File: src/verilog/fcs_pkg.sv
package fcs_pkg;

    // Register indexes; the byte address on the bus is four times the index.
    localparam logic [15:0] FCS_STAT_IDX = 16'h1825;
    localparam logic [15:0] FCS_CMD_IDX  = 16'h1826;

    // Status register field positions.
    localparam int FCS_CBEF_BIT  = 7;
    localparam int FCS_CCF_BIT   = 6;
    localparam int FCS_PVIOL_BIT = 5;
    localparam int FCS_ACC_BIT   = 4;
    localparam int FCS_BLANK_BIT = 2;

    // Reset values.
    localparam logic [7:0] FCS_STAT_RESET = 8'hC0;
    localparam logic [6:0] FCS_CMD_RESET  = 7'h00;
    localparam logic [1:0] FCS_SEC_RESET  = 2'h3;

    // Command codes.
    localparam logic [6:0] FCS_CMD_BLANK = 7'h05;
    localparam logic [6:0] FCS_CMD_BYTE  = 7'h20;
    localparam logic [6:0] FCS_CMD_BURST = 7'h25;
    localparam logic [6:0] FCS_CMD_PAGE  = 7'h40;
    localparam logic [6:0] FCS_CMD_MASS  = 7'h41;

    // Security state encoding reached after a passing blank check.
    localparam logic [1:0] FCS_SEC_UNSECURED = 2'h2;

    // Page size in bytes for the page erase command.
    localparam int FCS_PAGE_BYTES = 512;

    // Software write sequence states.
    typedef enum logic [1:0] {
        SEQ_IDLE,
        SEQ_ARMED,
        SEQ_LOADED
    } fcs_seq_e;

    // Array engine states.
    typedef enum logic {
        ENG_IDLE,
        ENG_RUN
    } fcs_eng_e;

endpackage : fcs_pkg

File: src/verilog/fcs_ctrl.sv
// Design decision made here: the APB register port.
`timescale 1ns/100ps

// What this block does
// RULE1 - Writing one to buffer-empty launches the command; flag clears until handed over.
// RULE2 - Only burst program commands may be queued, and only behind a running burst program.
// RULE3 - Complete flag sets whenever buffer is empty and nothing is running.
// RULE4 - Complete flag clears on launch; software writes to it do nothing.
// RULE5 - Launch touching a protected location sets protection flag and drops command.
// RULE6 - Protection flag clears only by software writing one.
// RULE7 - Broken write sequence sets access error and drops the command.
// RULE8 - Program or erase before divider setup sets access error.
// RULE9 - Entering stop while a command runs sets access error.
// RULE10 - Access error clears on write of one; zero leaves it.
// RULE11 - Blank check sets erased flag when whole array reads all ones.
// RULE12 - Erased flag clears on valid launch; software writes do nothing.
// RULE13 - Codes 05, 20, 25 mean blank check, byte and burst program.
// RULE14 - Codes 40, 41 mean page erase of 512 bytes and mass erase.
// RULE15 - Any other code is illegal and sets access error.
// RULE16 - Software needs blank check only to unlock security, not after erase.
// RULE17 - Status bits 3, 1, 0 read zero and ignore writes.
// RULE18 - Passing blank check sets security state to unsecured.
// RULE19 - Software writes array, then command, then launches, polling complete flag.
// RULE20 - Reset leaves empty and complete set, errors clear; command reads zero.
module fcs_ctrl (
    // Clock and reset
    input  wire logic        pclk,
    input  wire logic        presetn,
    // APB slave
    input  wire logic [15:0] paddr,
    input  wire logic        psel,
    input  wire logic        penable,
    input  wire logic        pwrite,
    input  wire logic [31:0] pwdata,
    output logic      [31:0] prdata,
    output logic             pready,
    output logic             pslverr,
    // Software access to the array and system state
    input  wire logic        arr_write,
    input  wire logic        arr_addr_protected,
    input  wire logic        protect_any,
    input  wire logic        divider_ready,
    input  wire logic        stop_entry,
    input  wire logic [1:0]  sec_nv,
    // Array engine
    input  wire logic        arr_done,
    input  wire logic        arr_blank_ok,
    output logic             arr_start,
    output logic      [6:0]  arr_cmd,
    output logic      [1:0]  security_state
);

    fcs_pkg::fcs_seq_e seq_q;
    fcs_pkg::fcs_seq_e seq_d;
    logic [6:0] code_q;
    logic       prot_q;
    logic       cbef_q;
    logic       ccf_q;
    logic       pviol_q;
    logic       acc_q;
    logic       blank_q;
    logic [1:0] sec_q;
    logic       sec_loaded_q;
    logic       pready_q;
    logic       pslverr_q;
    logic [31:0] prdata_q;

    // Bus decode; a transfer completes on the access edge with pready high.
    wire        sel_stat   = (paddr == {fcs_pkg::FCS_STAT_IDX[13:0], 2'b00});
    wire        sel_cmd    = (paddr == {fcs_pkg::FCS_CMD_IDX[13:0], 2'b00});
    wire        setup      = psel && !penable;
    wire        wr_done    = psel && penable && pwrite && pready_q;
    wire        wr_stat    = wr_done && sel_stat;
    wire        wr_cmd     = wr_done && sel_cmd;
    wire        wr_launch  = wr_stat && pwdata[fcs_pkg::FCS_CBEF_BIT];
    wire        clr_pviol  = wr_stat && pwdata[fcs_pkg::FCS_PVIOL_BIT];
    wire        clr_acc    = wr_stat && pwdata[fcs_pkg::FCS_ACC_BIT];
    wire [7:0]  stat_word  = {cbef_q, ccf_q, pviol_q, acc_q, 1'b0, blank_q, 2'b00};

    // Command decode.
    // RULE13 RULE14 command codes
    wire        is_blank   = (code_q == fcs_pkg::FCS_CMD_BLANK);
    wire        is_byte    = (code_q == fcs_pkg::FCS_CMD_BYTE);
    wire        is_burst   = (code_q == fcs_pkg::FCS_CMD_BURST);
    wire        is_page    = (code_q == fcs_pkg::FCS_CMD_PAGE);
    wire        is_mass    = (code_q == fcs_pkg::FCS_CMD_MASS);
    wire        is_legal   = is_blank || is_byte || is_burst || is_page || is_mass;
    wire        is_modify  = is_byte || is_burst || is_page || is_mass;

    // Engine hand-off signals.
    logic       take;
    logic       busy;
    logic       run_burst;
    logic       blank_pass;

    // Sequence checks on array writes, command writes and launch.
    wire        launch     = wr_launch && (seq_q == fcs_pkg::SEQ_LOADED);
    wire        seq_err    = (arr_write && (seq_q != fcs_pkg::SEQ_IDLE || !cbef_q))
                          || (wr_cmd && seq_q != fcs_pkg::SEQ_ARMED)
                          || (wr_launch && seq_q != fcs_pkg::SEQ_LOADED);
    wire        div_err    = launch && is_modify && !divider_ready;
    // Only a burst may wait behind a running burst; any other launch would clobber the buffer.
    wire        queue_err  = launch && busy && !(is_burst && run_burst);
    wire        illegal    = launch && !is_legal;
    // Protection is reported only for a launch free of illegal code, divider and queue errors, so none of those raises both flags.
    wire        prot_hit   = launch && is_legal && is_modify && divider_ready && !queue_err
                          && (is_mass ? protect_any : prot_q);
    wire        acc_set    = seq_err || div_err || queue_err || illegal || (stop_entry && busy);
    wire        launch_ok  = launch && !acc_set && !prot_hit;

    // Write sequence tracking: array write, then code, then launch.
    always_comb begin
        seq_d = seq_q;
        unique case (seq_q)
            fcs_pkg::SEQ_IDLE: begin
                if (arr_write && cbef_q && !wr_cmd && !wr_launch) begin
                    seq_d = fcs_pkg::SEQ_ARMED;
                end
            end
            fcs_pkg::SEQ_ARMED: begin
                if (wr_cmd && !arr_write) begin
                    seq_d = fcs_pkg::SEQ_LOADED;
                end else if (arr_write || wr_launch) begin
                    seq_d = fcs_pkg::SEQ_IDLE;
                end
            end
            fcs_pkg::SEQ_LOADED: begin
                if (wr_launch || wr_cmd || arr_write) begin
                    seq_d = fcs_pkg::SEQ_IDLE;
                end
            end
        endcase
    end

    // Sequence state, captured code and protection sample of the target.
    // RULE7 sequence and code
    always_ff @(posedge pclk or negedge presetn) begin
        if (!presetn) begin
            seq_q  <= fcs_pkg::SEQ_IDLE;
            code_q <= fcs_pkg::FCS_CMD_RESET;
            prot_q <= 1'b0;
        end else begin
            seq_q  <= seq_d;
            code_q <= wr_cmd ? pwdata[6:0] : code_q;
            prot_q <= arr_write ? arr_addr_protected : prot_q;
        end
    end

    // Buffer empty flag: cleared by an accepted launch, set when handed over.
    // RULE1 RULE2 launch and buffer
    always_ff @(posedge pclk or negedge presetn) begin
        if (!presetn) begin
            cbef_q <= fcs_pkg::FCS_STAT_RESET[fcs_pkg::FCS_CBEF_BIT];
        end else if (launch_ok) begin
            cbef_q <= 1'b0;
        end else if (take) begin
            cbef_q <= 1'b1;
        end
    end

    // Complete flag tracks an empty buffer with an idle engine.
    // RULE3 RULE4 complete flag
    always_ff @(posedge pclk or negedge presetn) begin
        if (!presetn) begin
            ccf_q <= fcs_pkg::FCS_STAT_RESET[fcs_pkg::FCS_CCF_BIT];
        end else if (launch_ok) begin
            ccf_q <= 1'b0;
        end else if (cbef_q && !busy) begin
            ccf_q <= 1'b1;
        end
    end

    // Error flags are sticky; a new event wins over a clear in the same cycle.
    // RULE5 RULE6 RULE8 RULE9 RULE10 RULE15 error flags
    always_ff @(posedge pclk or negedge presetn) begin
        if (!presetn) begin
            pviol_q <= fcs_pkg::FCS_STAT_RESET[fcs_pkg::FCS_PVIOL_BIT];
            acc_q   <= fcs_pkg::FCS_STAT_RESET[fcs_pkg::FCS_ACC_BIT];
        end else begin
            pviol_q <= prot_hit || (pviol_q && !clr_pviol);
            acc_q   <= acc_set || (acc_q && !clr_acc);
        end
    end

    // Erased flag: set by a passing blank check, cleared by the next valid launch.
    // RULE11 RULE12 erased flag
    always_ff @(posedge pclk or negedge presetn) begin
        if (!presetn) begin
            blank_q <= fcs_pkg::FCS_STAT_RESET[fcs_pkg::FCS_BLANK_BIT];
        end else if (blank_pass) begin
            blank_q <= 1'b1;
        end else if (launch_ok) begin
            blank_q <= 1'b0;
        end
    end

    // Security state is taken from the stored value just after reset release,
    // because an asynchronous reset may only load a constant.
    // RULE18 security unlock
    always_ff @(posedge pclk or negedge presetn) begin
        if (!presetn) begin
            sec_q        <= fcs_pkg::FCS_SEC_RESET;
            sec_loaded_q <= 1'b0;
        end else begin
            sec_loaded_q <= 1'b1;
            if (blank_pass) begin
                sec_q <= fcs_pkg::FCS_SEC_UNSECURED;
            end else if (!sec_loaded_q) begin
                sec_q <= sec_nv;
            end
        end
    end

    // APB answer is prepared in the setup cycle, so there are no wait states.
    // RULE17 RULE20 read values
    always_ff @(posedge pclk or negedge presetn) begin
        if (!presetn) begin
            pready_q  <= 1'b0;
            pslverr_q <= 1'b0;
            prdata_q  <= 32'h0000_0000;
        end else begin
            pready_q  <= setup;
            pslverr_q <= setup && !sel_stat && !sel_cmd;
            prdata_q  <= (setup && sel_stat) ? {24'h00_0000, stat_word} : 32'h0000_0000;
        end
    end

    assign prdata         = prdata_q;
    assign pready         = pready_q;
    assign pslverr        = pslverr_q;
    assign security_state = sec_q;

    // Array engine; its start and code outputs are flip-flops.
    // RULE13 RULE14 command hand-off
    fcs_array_seq u_seq (
        .pclk         (pclk),
        .presetn      (presetn),
        .buf_valid    (!cbef_q),
        .buf_code     (code_q),
        .take         (take),
        .busy         (busy),
        .run_burst    (run_burst),
        .blank_pass_q (blank_pass),
        .arr_done     (arr_done),
        .arr_blank_ok (arr_blank_ok),
        .arr_start_q  (arr_start),
        .arr_cmd_q    (arr_cmd)
    );
endmodule : fcs_ctrl

File: src/verilog/fcs_array_seq.sv
`timescale 1ns/100ps

// Hands one buffered command at a time to the array and waits for it.
module fcs_array_seq (
    // Clock and reset
    input  wire logic       pclk,
    input  wire logic       presetn,
    // Command buffer side
    input  wire logic       buf_valid,
    input  wire logic [6:0] buf_code,
    output logic            take,
    output logic            busy,
    output logic            run_burst,
    output logic            blank_pass_q,
    // Array side
    input  wire logic       arr_done,
    input  wire logic       arr_blank_ok,
    output logic            arr_start_q,
    output logic [6:0]      arr_cmd_q
);

    fcs_pkg::fcs_eng_e state_q;
    fcs_pkg::fcs_eng_e state_d;
    logic              fin;

    // The buffer is only drained while the array is idle.
    assign take      = buf_valid && (state_q == fcs_pkg::ENG_IDLE);
    assign busy      = (state_q == fcs_pkg::ENG_RUN);
    assign fin       = busy && arr_done;
    assign run_burst = busy && (arr_cmd_q == fcs_pkg::FCS_CMD_BURST);

    // Engine state follows the take and the array completion.
    always_comb begin
        state_d = state_q;
        unique case (state_q)
            fcs_pkg::ENG_IDLE: begin
                if (take) begin
                    state_d = fcs_pkg::ENG_RUN;
                end
            end
            fcs_pkg::ENG_RUN: begin
                if (arr_done) begin
                    state_d = fcs_pkg::ENG_IDLE;
                end
            end
        endcase
    end

    // Start pulse, latched code and blank result are all registered.
    always_ff @(posedge pclk or negedge presetn) begin
        if (!presetn) begin
            state_q      <= fcs_pkg::ENG_IDLE;
            arr_start_q  <= 1'b0;
            arr_cmd_q    <= fcs_pkg::FCS_CMD_RESET;
            blank_pass_q <= 1'b0;
        end else begin
            state_q      <= state_d;
            arr_start_q  <= take;
            arr_cmd_q    <= take ? buf_code : arr_cmd_q;
            blank_pass_q <= fin && arr_blank_ok && (arr_cmd_q == fcs_pkg::FCS_CMD_BLANK);
        end
    end

endmodule : fcs_array_seq

File: config.mk
export PLATFORM = sky130hd
export DESIGN_NAME = fcs_ctrl
export DESIGN_NICKNAME = d
export VERILOG_FILES = /design/src/verilog/fcs_pkg.sv /design/src/verilog/fcs_ctrl.sv /design/src/verilog/fcs_array_seq.sv
export SDC_FILE = /design/constraint.sdc
export NUM_CORES = 1
export LEC_CHECK = 0
export BUFFER_PORTS_ARGS = -buffer_cell sky130_fd_sc_hd__buf_4
export CORE_ASPECT_RATIO = 1.1
export CORE_UTILIZATION = 44
export DETAILED_ROUTE_END_ITERATION = 8
export GPL_TIMING_DRIVEN = 0
export PLACE_DENSITY = 0.78
export SYNTH_ARGS = -nofsm -noshare
export SYNTH_HDL_FRONTEND = slang
export SYNTH_SLANG_ARGS = --single-unit
File: constraint.sdc
create_clock -name pclk -period 2.3 [get_ports pclk]
set_input_delay 0.345 -clock pclk [delete_from_list [all_inputs] [get_ports pclk]]
set_output_delay 0.345 -clock pclk [all_outputs]
set_load 0.1 [all_outputs]
After elaboration in Yosys (flattened, before gate mapping)
Index checks and enable logic that the tools add are counted.

word-level totals
  register bits after elaboration = 38
  output and inout bits = 44
  logic and storage cells = 136

cells by class
  equal/unequal tests = 17
  muxes and demuxes = 18
  bitwise logic cells = 1
  reduce and logical (&&, ||, !) cells = 83

operator list
  operator                                                                  number
  1-bit logical AND                                                         42
  16-bit by 15-bit equality test with 1-bit output (second input constant)  2
  7-bit by 6-bit equality test with 1-bit output (second input constant)    3
  1-bit logical OR                                                          19
  1-bit logical NOT                                                         16
  7-bit by 3-bit equality test with 1-bit output (second input constant)    2
  7-bit equality test (second input constant)                               2
  2-bit two-way mux                                                         6
  1-bit two-way mux                                                         9
  8-bit two-way mux                                                         1
  2-bit nonzero test                                                        4
  2-bit by 1-bit inequality test with 1-bit output (second input constant)  3
  2-bit one-hot mux with 3 select lines                                     1
  2-bit inequality test (second input constant)                             2
  3-bit inequality test (second input constant)                             1
  3-bit AND reduction                                                       1
  2-bit by 1-bit equality test with 1-bit output (second input constant)    1
  2-bit equality test (second input constant)                               1
  2-bit logical NOT                                                         1
  1-bit one-hot mux with 2 select lines                                     1
  1-bit NOT                                                                 1

Longest topological paths before layout
  depth after elaboration = 17
  gate-level depth with buffers = 7
  depth with buffers taken out = 7

By module
A second synthesis with hierarchy kept.

second synthesis, totals
  cells, all modules = 174
  area, all modules = 1,926.8 µm²

modules (own cells, without submodules)
  module         instances  cells an instance  area each (µm²)  sequential area each (µm²)
  fcs_ctrl       1          147                1,529.0          630.6
  fcs_array_seq  1          27                 397.9            250.2

Least setup slack after synthesis
OpenSTA, ideal clock, no wires.

  kind = register to register
  from = register u_seq.arr_cmd_q[4]
  to = register blank_q
  setup time = 135 ps
  arrival time = 2,262 ps
  slack = -97 ps
  cell stages (with the launch flop) = 6
  path buffers = 0
  cells stage by stage = dfrtp_1 -> or2_2 -> o41ai_1 -> nand4_1 -> nor4b_1 -> o21bai_1

between the ends
  word-level cells in the longest chain between the ends = 12
  elaborated cells on any way between the ends = 16

RTL lines
  item                                                RTL line             RTL
  start, declared                                     fcs_array_seq.sv:19  output logic [6:0] arr_cmd_q
  start signal, assigned                              fcs_array_seq.sv:54  arr_cmd_q <= fcs_pkg::FCS_CMD_RESET;
  start signal, assigned                              fcs_array_seq.sv:59  arr_cmd_q <= take ? buf_code : arr_cmd_q;
  7-bit by 6-bit equality test with 1-bit output (*)  fcs_array_seq.sv:30  assign run_burst = busy && (arr_cmd_q == fcs_pkg::FCS_CMD_BURST);
  1-bit logical AND (*)                               fcs_array_seq.sv:30
  1-bit logical AND (*)                               fcs_ctrl.sv:103      wire queue_err = launch && busy && !(is_burst && run_burst);
  1-bit logical NOT (*)                               fcs_ctrl.sv:103
  1-bit logical AND (*)                               fcs_ctrl.sv:103
  1-bit logical OR (3 in series)                      fcs_ctrl.sv:108      wire acc_set = seq_err || div_err || queue_err || illegal || (stop_entry && busy);
  1-bit logical NOT                                   fcs_ctrl.sv:109      wire launch_ok = launch && !acc_set && !prot_hit;
  1-bit logical AND                                   fcs_ctrl.sv:109
  1-bit logical AND (*)                               fcs_ctrl.sv:109
  2-bit nonzero test (no line) (*)                    --
  end signal, assigned                                fcs_ctrl.sv:189      blank_q <= fcs_pkg::FCS_STAT_RESET[fcs_pkg::FCS_BLANK_BIT];
  end, declared                                       fcs_ctrl.sv:61       logic blank_q;

Mark *: on every way between the ends. The rest lies on a longest branch, timed or not.
A chain may end at the register's enable or synchronous reset.

Worst setup path after layout
  from = input port paddr[10]
  to = register ccf_q

between the ends
  word-level cells in the longest chain between the ends = 14
  elaborated cells on any way between the ends = 31

RTL lines
  item                                                     RTL line         RTL
  start, declared                                          fcs_ctrl.sv:30   input wire logic [15:0] paddr,
  16-bit by 15-bit equality test with 1-bit output         fcs_ctrl.sv:69   wire sel_stat = (paddr == {fcs_pkg::FCS_STAT_IDX[13:0], 2'b00});
  1-bit logical AND                                        fcs_ctrl.sv:73   wire wr_stat = wr_done && sel_stat;
  1-bit logical AND                                        fcs_ctrl.sv:75   wire wr_launch = wr_stat && pwdata[fcs_pkg::FCS_CBEF_BIT];
  1-bit logical AND                                        fcs_ctrl.sv:97   wire launch = wr_launch && (seq_q == fcs_pkg::SEQ_LOADED);
  1-bit logical AND (2 in series)                          fcs_ctrl.sv:101  wire div_err = launch && is_modify && !divider_ready;
  1-bit logical OR (4 in series)                           fcs_ctrl.sv:108
  1-bit logical NOT                                        fcs_ctrl.sv:109
  1-bit logical AND                                        fcs_ctrl.sv:109
  1-bit logical AND (*)                                    fcs_ctrl.sv:109
  1-bit two-way mux or 2-bit nonzero test (tied branches)  --
  end signal, assigned                                     fcs_ctrl.sv:165  ccf_q <= fcs_pkg::FCS_STAT_RESET[fcs_pkg::FCS_CCF_BIT];
  end, declared                                            fcs_ctrl.sv:58   logic ccf_q;

Marked as above.

==> impl_metrics.prom <==
# TYPE chip_impl_metric gauge
chip_impl_info{name="cts_tree",value="yes"} 1
chip_impl_info{name="ys.flop_type",value="sky130_fd_sc_hd__dfrtp_1"} 1
chip_impl_info{name="root_buffer",value="sky130_fd_sc_hd__clkbuf_8"} 1
chip_impl_metric{name="cts_buffers",unit=""} 5
chip_impl_info{name="worstSetupPathType",value="input pin to register"} 1
chip_impl_metric{name="rrSetupSlack",unit="ps"} 200
chip_impl_metric{name="setup_viol",unit=""} 0
chip_impl_metric{name="areaGrowthSynthToFinish",unit="%"} 36.5
chip_impl_metric{name="transition_time_at_the_pin_with_the_least_slew_margin",unit="ps"} 647
chip_impl_info{name="run_status",value="finished, violations left"} 1
chip_impl_metric{name="reg2reg_depth",unit=""} 6
chip_impl_metric{name="cp_slowest_stage_delay",unit="ps"} 600
chip_impl_metric{name="yosys.area_share.xor_xnor",unit="%"} 0.469
chip_impl_metric{name="netlist.area_leader.share",unit="%"} 41.5
chip_impl_metric{name="fp.coreArea",unit="um^2"} 4020
chip_impl_metric{name="floorplan.die.width",unit="um"} 64.1
chip_impl_info{name="synth.area.top_cells",value="sky130_fd_sc_hd__dfrtp_1 (41%), sky130_fd_sc_hd__buf_4 (11%), sky130_fd_sc_hd__mux2_2 (9.0%)"} 1
chip_impl_metric{name="numPortBuffers",unit=""} 54
chip_impl_metric{name="die_area",unit="um^2"} 4510
chip_impl_metric{name="initial_utilization",unit="%"} 46.5
chip_impl_metric{name="drt-wirelength-per-cell",unit="um"} 12.1
chip_impl_metric{name="drt_iter0_drc",unit=""} 47
chip_impl_metric{name="chip_height",unit="um"} 70.4
chip_impl_metric{name="ctsLongestPathBuffers",unit=""} 2
chip_impl_metric{name="global_route_wire_length_before_repair",unit="um"} 6290
chip_impl_metric{name="seqCellArea",unit="um^2"} 888
chip_impl_metric{name="stdcell_count",unit=""} 314
chip_impl_metric{name="cts.hold.buffers_added",unit=""} 0
chip_impl_metric{name="finClkSkew",unit="ps"} 2.64
chip_impl_metric{name="timing.critical_path.required",unit="ps"} 2510
chip_impl_metric{name="vias",unit=""} 1492
chip_impl_metric{name="grt-ovfl-total",unit=""} 0
chip_impl_metric{name="post_synthesis_compound_gate_area_fraction",unit="%"} 6.89
chip_impl_metric{name="multiInputGateArea",unit="um^2"} 856
chip_impl_metric{name="synth.distinct_cells",unit=""} 40
chip_impl_metric{name="max_cap_violations",unit=""} 0
chip_impl_metric{name="post_drt_via_cell_ratio",unit=""} 4.75
chip_impl_metric{name="largest_net_degree_at_the_start_of_global_routing",unit=""} 36
chip_impl_metric{name="yosys.area_share.adder",unit="%"} 2.01
chip_impl_metric{name="fin_worst_hold_slack",unit="ps"} -5.16
chip_impl_metric{name="drt-total-wl",unit="um"} 3810
chip_impl_metric{name="max_fanout_on_critical_path",unit=""} 4
chip_impl_metric{name="grt.total_usage",unit="%"} 18.3
chip_impl_metric{name="rows",unit=""} 24
chip_impl_metric{name="hold_violations",unit=""} 13
chip_impl_metric{name="worst_ir_drop_vdd",unit="V"} 0.000380
chip_impl_info{name="worst_r2r_startpoint",value="code_q[2]"} 1
chip_impl_metric{name="synth-seq-cells",unit=""} 35
chip_impl_metric{name="synth_async_sr_flop_share",unit="%"} 100
chip_impl_metric{name="final_layout_size_suffix_gt1_share",unit="%"} 45.4
chip_impl_metric{name="power_per_cell_area",unit="nW/um^2"} 595
chip_impl_metric{name="clock_latency",unit="ps"} 280
chip_impl_info{name="violations",value="hold timing"} 1
chip_impl_metric{name="antenna_found_initial",unit=""} 0
chip_impl_info{name="timing.rr.end",value="blank_q"} 1
chip_impl_metric{name="synthesis.instances",unit=""} 173
chip_impl_info{name="worst_setup_path_startpoint",value="paddr[10]"} 1
chip_impl_info{name="critPathCaptureType",value="register"} 1
chip_impl_metric{name="num_antenna_cells",unit=""} 0
chip_impl_metric{name="fin_tns_setup",unit="ps"} 0
chip_impl_metric{name="synth_mux_area_share",unit="%"} 10.1
chip_impl_info{name="unrepaired_setup_endpoints_after_global_routing",value="no"} 1
chip_impl_metric{name="placedCellCount",unit=""} 305
chip_impl_metric{name="finish.net_count",unit=""} 326
chip_impl_info{name="cp-start-kind",value="input pin"} 1
chip_impl_metric{name="cts.sinks",unit=""} 35
chip_impl_info{name="min-delay-path-class",value="input pin to async pin"} 1
chip_impl_metric{name="place_congestion",unit=""} 0.823
chip_impl_metric{name="clock_transition_at_the_registers_of_the_reported_paths",unit="ps"} 60
chip_impl_metric{name="syn-mean-instance-area",unit="um^2"} 10.8
chip_impl_metric{name="vias_in_the_first_global_route",unit=""} 1416
chip_impl_metric{name="synth-edff-count",unit=""} 0
chip_impl_metric{name="synthSimpleGateAreaFrac",unit="%"} 20.3
chip_impl_info{name="crit_family",value="simple AND/OR/NAND/NOR gates"} 1
chip_impl_metric{name="fin_crit_sh",unit="%"} 94.9
chip_impl_metric{name="drt_first_pass_iters",unit=""} 4
chip_impl_metric{name="max_freq",unit="MHz"} 458
chip_impl_info{name="critical_path.slowest_cell",value="sky130_fd_sc_hd__or4_4"} 1
chip_impl_metric{name="ys_seq_area_share",unit="%"} 47.1
chip_impl_info{name="cell_by_cell_trace_of_the_critical_path",value="buf_4, or4b_1, or4_4, o41ai_1, nor4b_2, nor2_1"} 1
chip_impl_metric{name="final-max-slew-violation-count",unit=""} 0
chip_impl_metric{name="maxSlewHeadroom",unit="%"} 56.7
chip_impl_metric{name="synth_area",unit="um^2"} 1870
chip_impl_metric{name="cts_htree_levels",unit=""} 2
chip_impl_metric{name="power_leakage",unit="nW"} 1.32
chip_impl_info{name="dominant_cell_type_by_area_after_synthesis",value="sky130_fd_sc_hd__dfrtp_1"} 1
chip_impl_info{name="dominant_combinational_cell_family_by_area_after_synthesis",value="simple AND/OR/NAND/NOR gates"} 1
chip_impl_metric{name="drtAntennaViolNets",unit=""} 0
chip_impl_metric{name="dp.final_hpwl",unit="um"} 2960
chip_impl_metric{name="detail_route.drc_violations",unit=""} 0
chip_impl_metric{name="pin_count",unit=""} 106
chip_impl_metric{name="worstPathArrival",unit="ps"} 2400
chip_impl_metric{name="filler_cell_count",unit=""} 373
chip_impl_metric{name="ys_warn_count",unit=""} 0
chip_impl_metric{name="critical_path_buf_inv_count",unit=""} 1
chip_impl_metric{name="final.min_clock_period",unit="ps"} 2180
state kept, by name, indices dropped and copies added (netlist names):
| register | count |
|---|---|
| code_q | 7 |
| pviol_q | 1 |
| acc_q | 1 |
| u_seq.arr_start_q | 1 |
| u_seq.arr_cmd_q | 7 |
| pslverr | 1 |
| u_seq.busy | 1 |
| ccf_q | 1 |
| blank_q | 1 |
| prot_q | 1 |
| security_state | 2 |
| seq_q | 2 |
| sec_loaded_q | 1 |
| u_seq.blank_pass_q | 1 |
| cbef_q | 1 |
| prdata | 5 |
| pready | 1 |
synth_stat cells, drive strengths merged, types with 3 or more instances:
cell type / n
clkbuf: 3
dfstp: 4
a21oi: 5
nor3: 8
nand4bb: 3
nand3b: 4
and2: 6
nand4: 4
nand2b: 4
nor2: 8
ha: 3
inv: 6
o21ai: 5
buf: 27
dfrtp: 31
nand2: 7
mux2: 15
logic make-up after synthesis:
logic type      Yosys count
fa+ha+maj                 3
mux                      17
flops                    35
compound gates           20
xor+xnor                  1
simple gates             59
other cells               2
buf+inv                  36
placed cells by master, fill, tap and decap left out, drive strengths merged, types with 5 or more instances in the layout:
| cell type | synthesis | routed |
|---|---|---|
| buf | 27 | 82 |
| dfrtp | 31 | 31 |
| conb | 2 | 28 |
| mux2 | 15 | 15 |
| clkbuf | 3 | 10 |
| nor2 | 8 | 8 |
| nor3 | 8 | 8 |
| nand2 | 7 | 7 |
| inv | 6 | 6 |
| and2 | 6 | 6 |
| o21ai | 5 | 5 |
| a21oi | 5 | 5 |
metal layers:
layer,up-vias,track usage (%),share of wire (%)
li1,734,-,-
met1,702,20.7,38
met2,47,32.4,55
met3,9,5.39,5.6
met4,0,6.42,1.9
met5,-,0,0
worst max path at each step:
stage | endpoint | depth (start not counted)
after global routing | blank_q | 6
after floorplan | blank_q | 5
after detailed placement | code_q[2] | 5
after CTS | code_q[6] | 5
final | ccf_q | 6
after global placement | code_q[5] | 5
stage by stage:
stage | worst slack (ps) | total power [mW] | cell area, um^2 | utilization [%]
2_1_floorplan | 4.24 | 1.02 | 1970 | -
3_3_place_gp | -277 | 1.11 | 2440 | 60.8
3_5_place_dp | -302 | 1.11 | 2440 | 60.8
4_1_cts | 45.1 | 1.53 | 2530 | 62.8
5_1_grt | 7.80 | 1.59 | 2550 | 63.4
6_report | 116 | 1.52 | 2550 | 63.4
report_power, final:
| group | internal [mW] | switching, mW |
|---|---|---|
| Clock | 0.212 | 0.204 |
| Combinational | 0.128 | 0.328 |
| Sequential | 0.637 | 0.00966 |
cell type report:
type	count	area share, %
Buffer	30	8.38
Clock buffer	7	2.99
Clock inverter	1	0.196
Inverter	6	0.882
Multi-Input combinational cell	128	33.5
Sequential cell	35	34.8
Tap cell	52	2.55
Timing Repair Buffer	55	16.7
worst register-to-register path: stages (launching register included):
cell and delay (ps):
sky130_fd_sc_hd__dfrtp_1 330, sky130_fd_sc_hd__clkbuf_1 340, sky130_fd_sc_hd__nand2_1 110, sky130_fd_sc_hd__o41ai_1 470
sky130_fd_sc_hd__nand4_1 200, sky130_fd_sc_hd__nor4b_2 440, sky130_fd_sc_hd__o21bai_1 100
timing repair:
action                                  CTS  global route
endpoints found under the setup margin    3             7
pin swaps                                 1             1
gates resized for setup                   0             1
buffers inserted                          0             1
(Power assumes the default switching activity.)
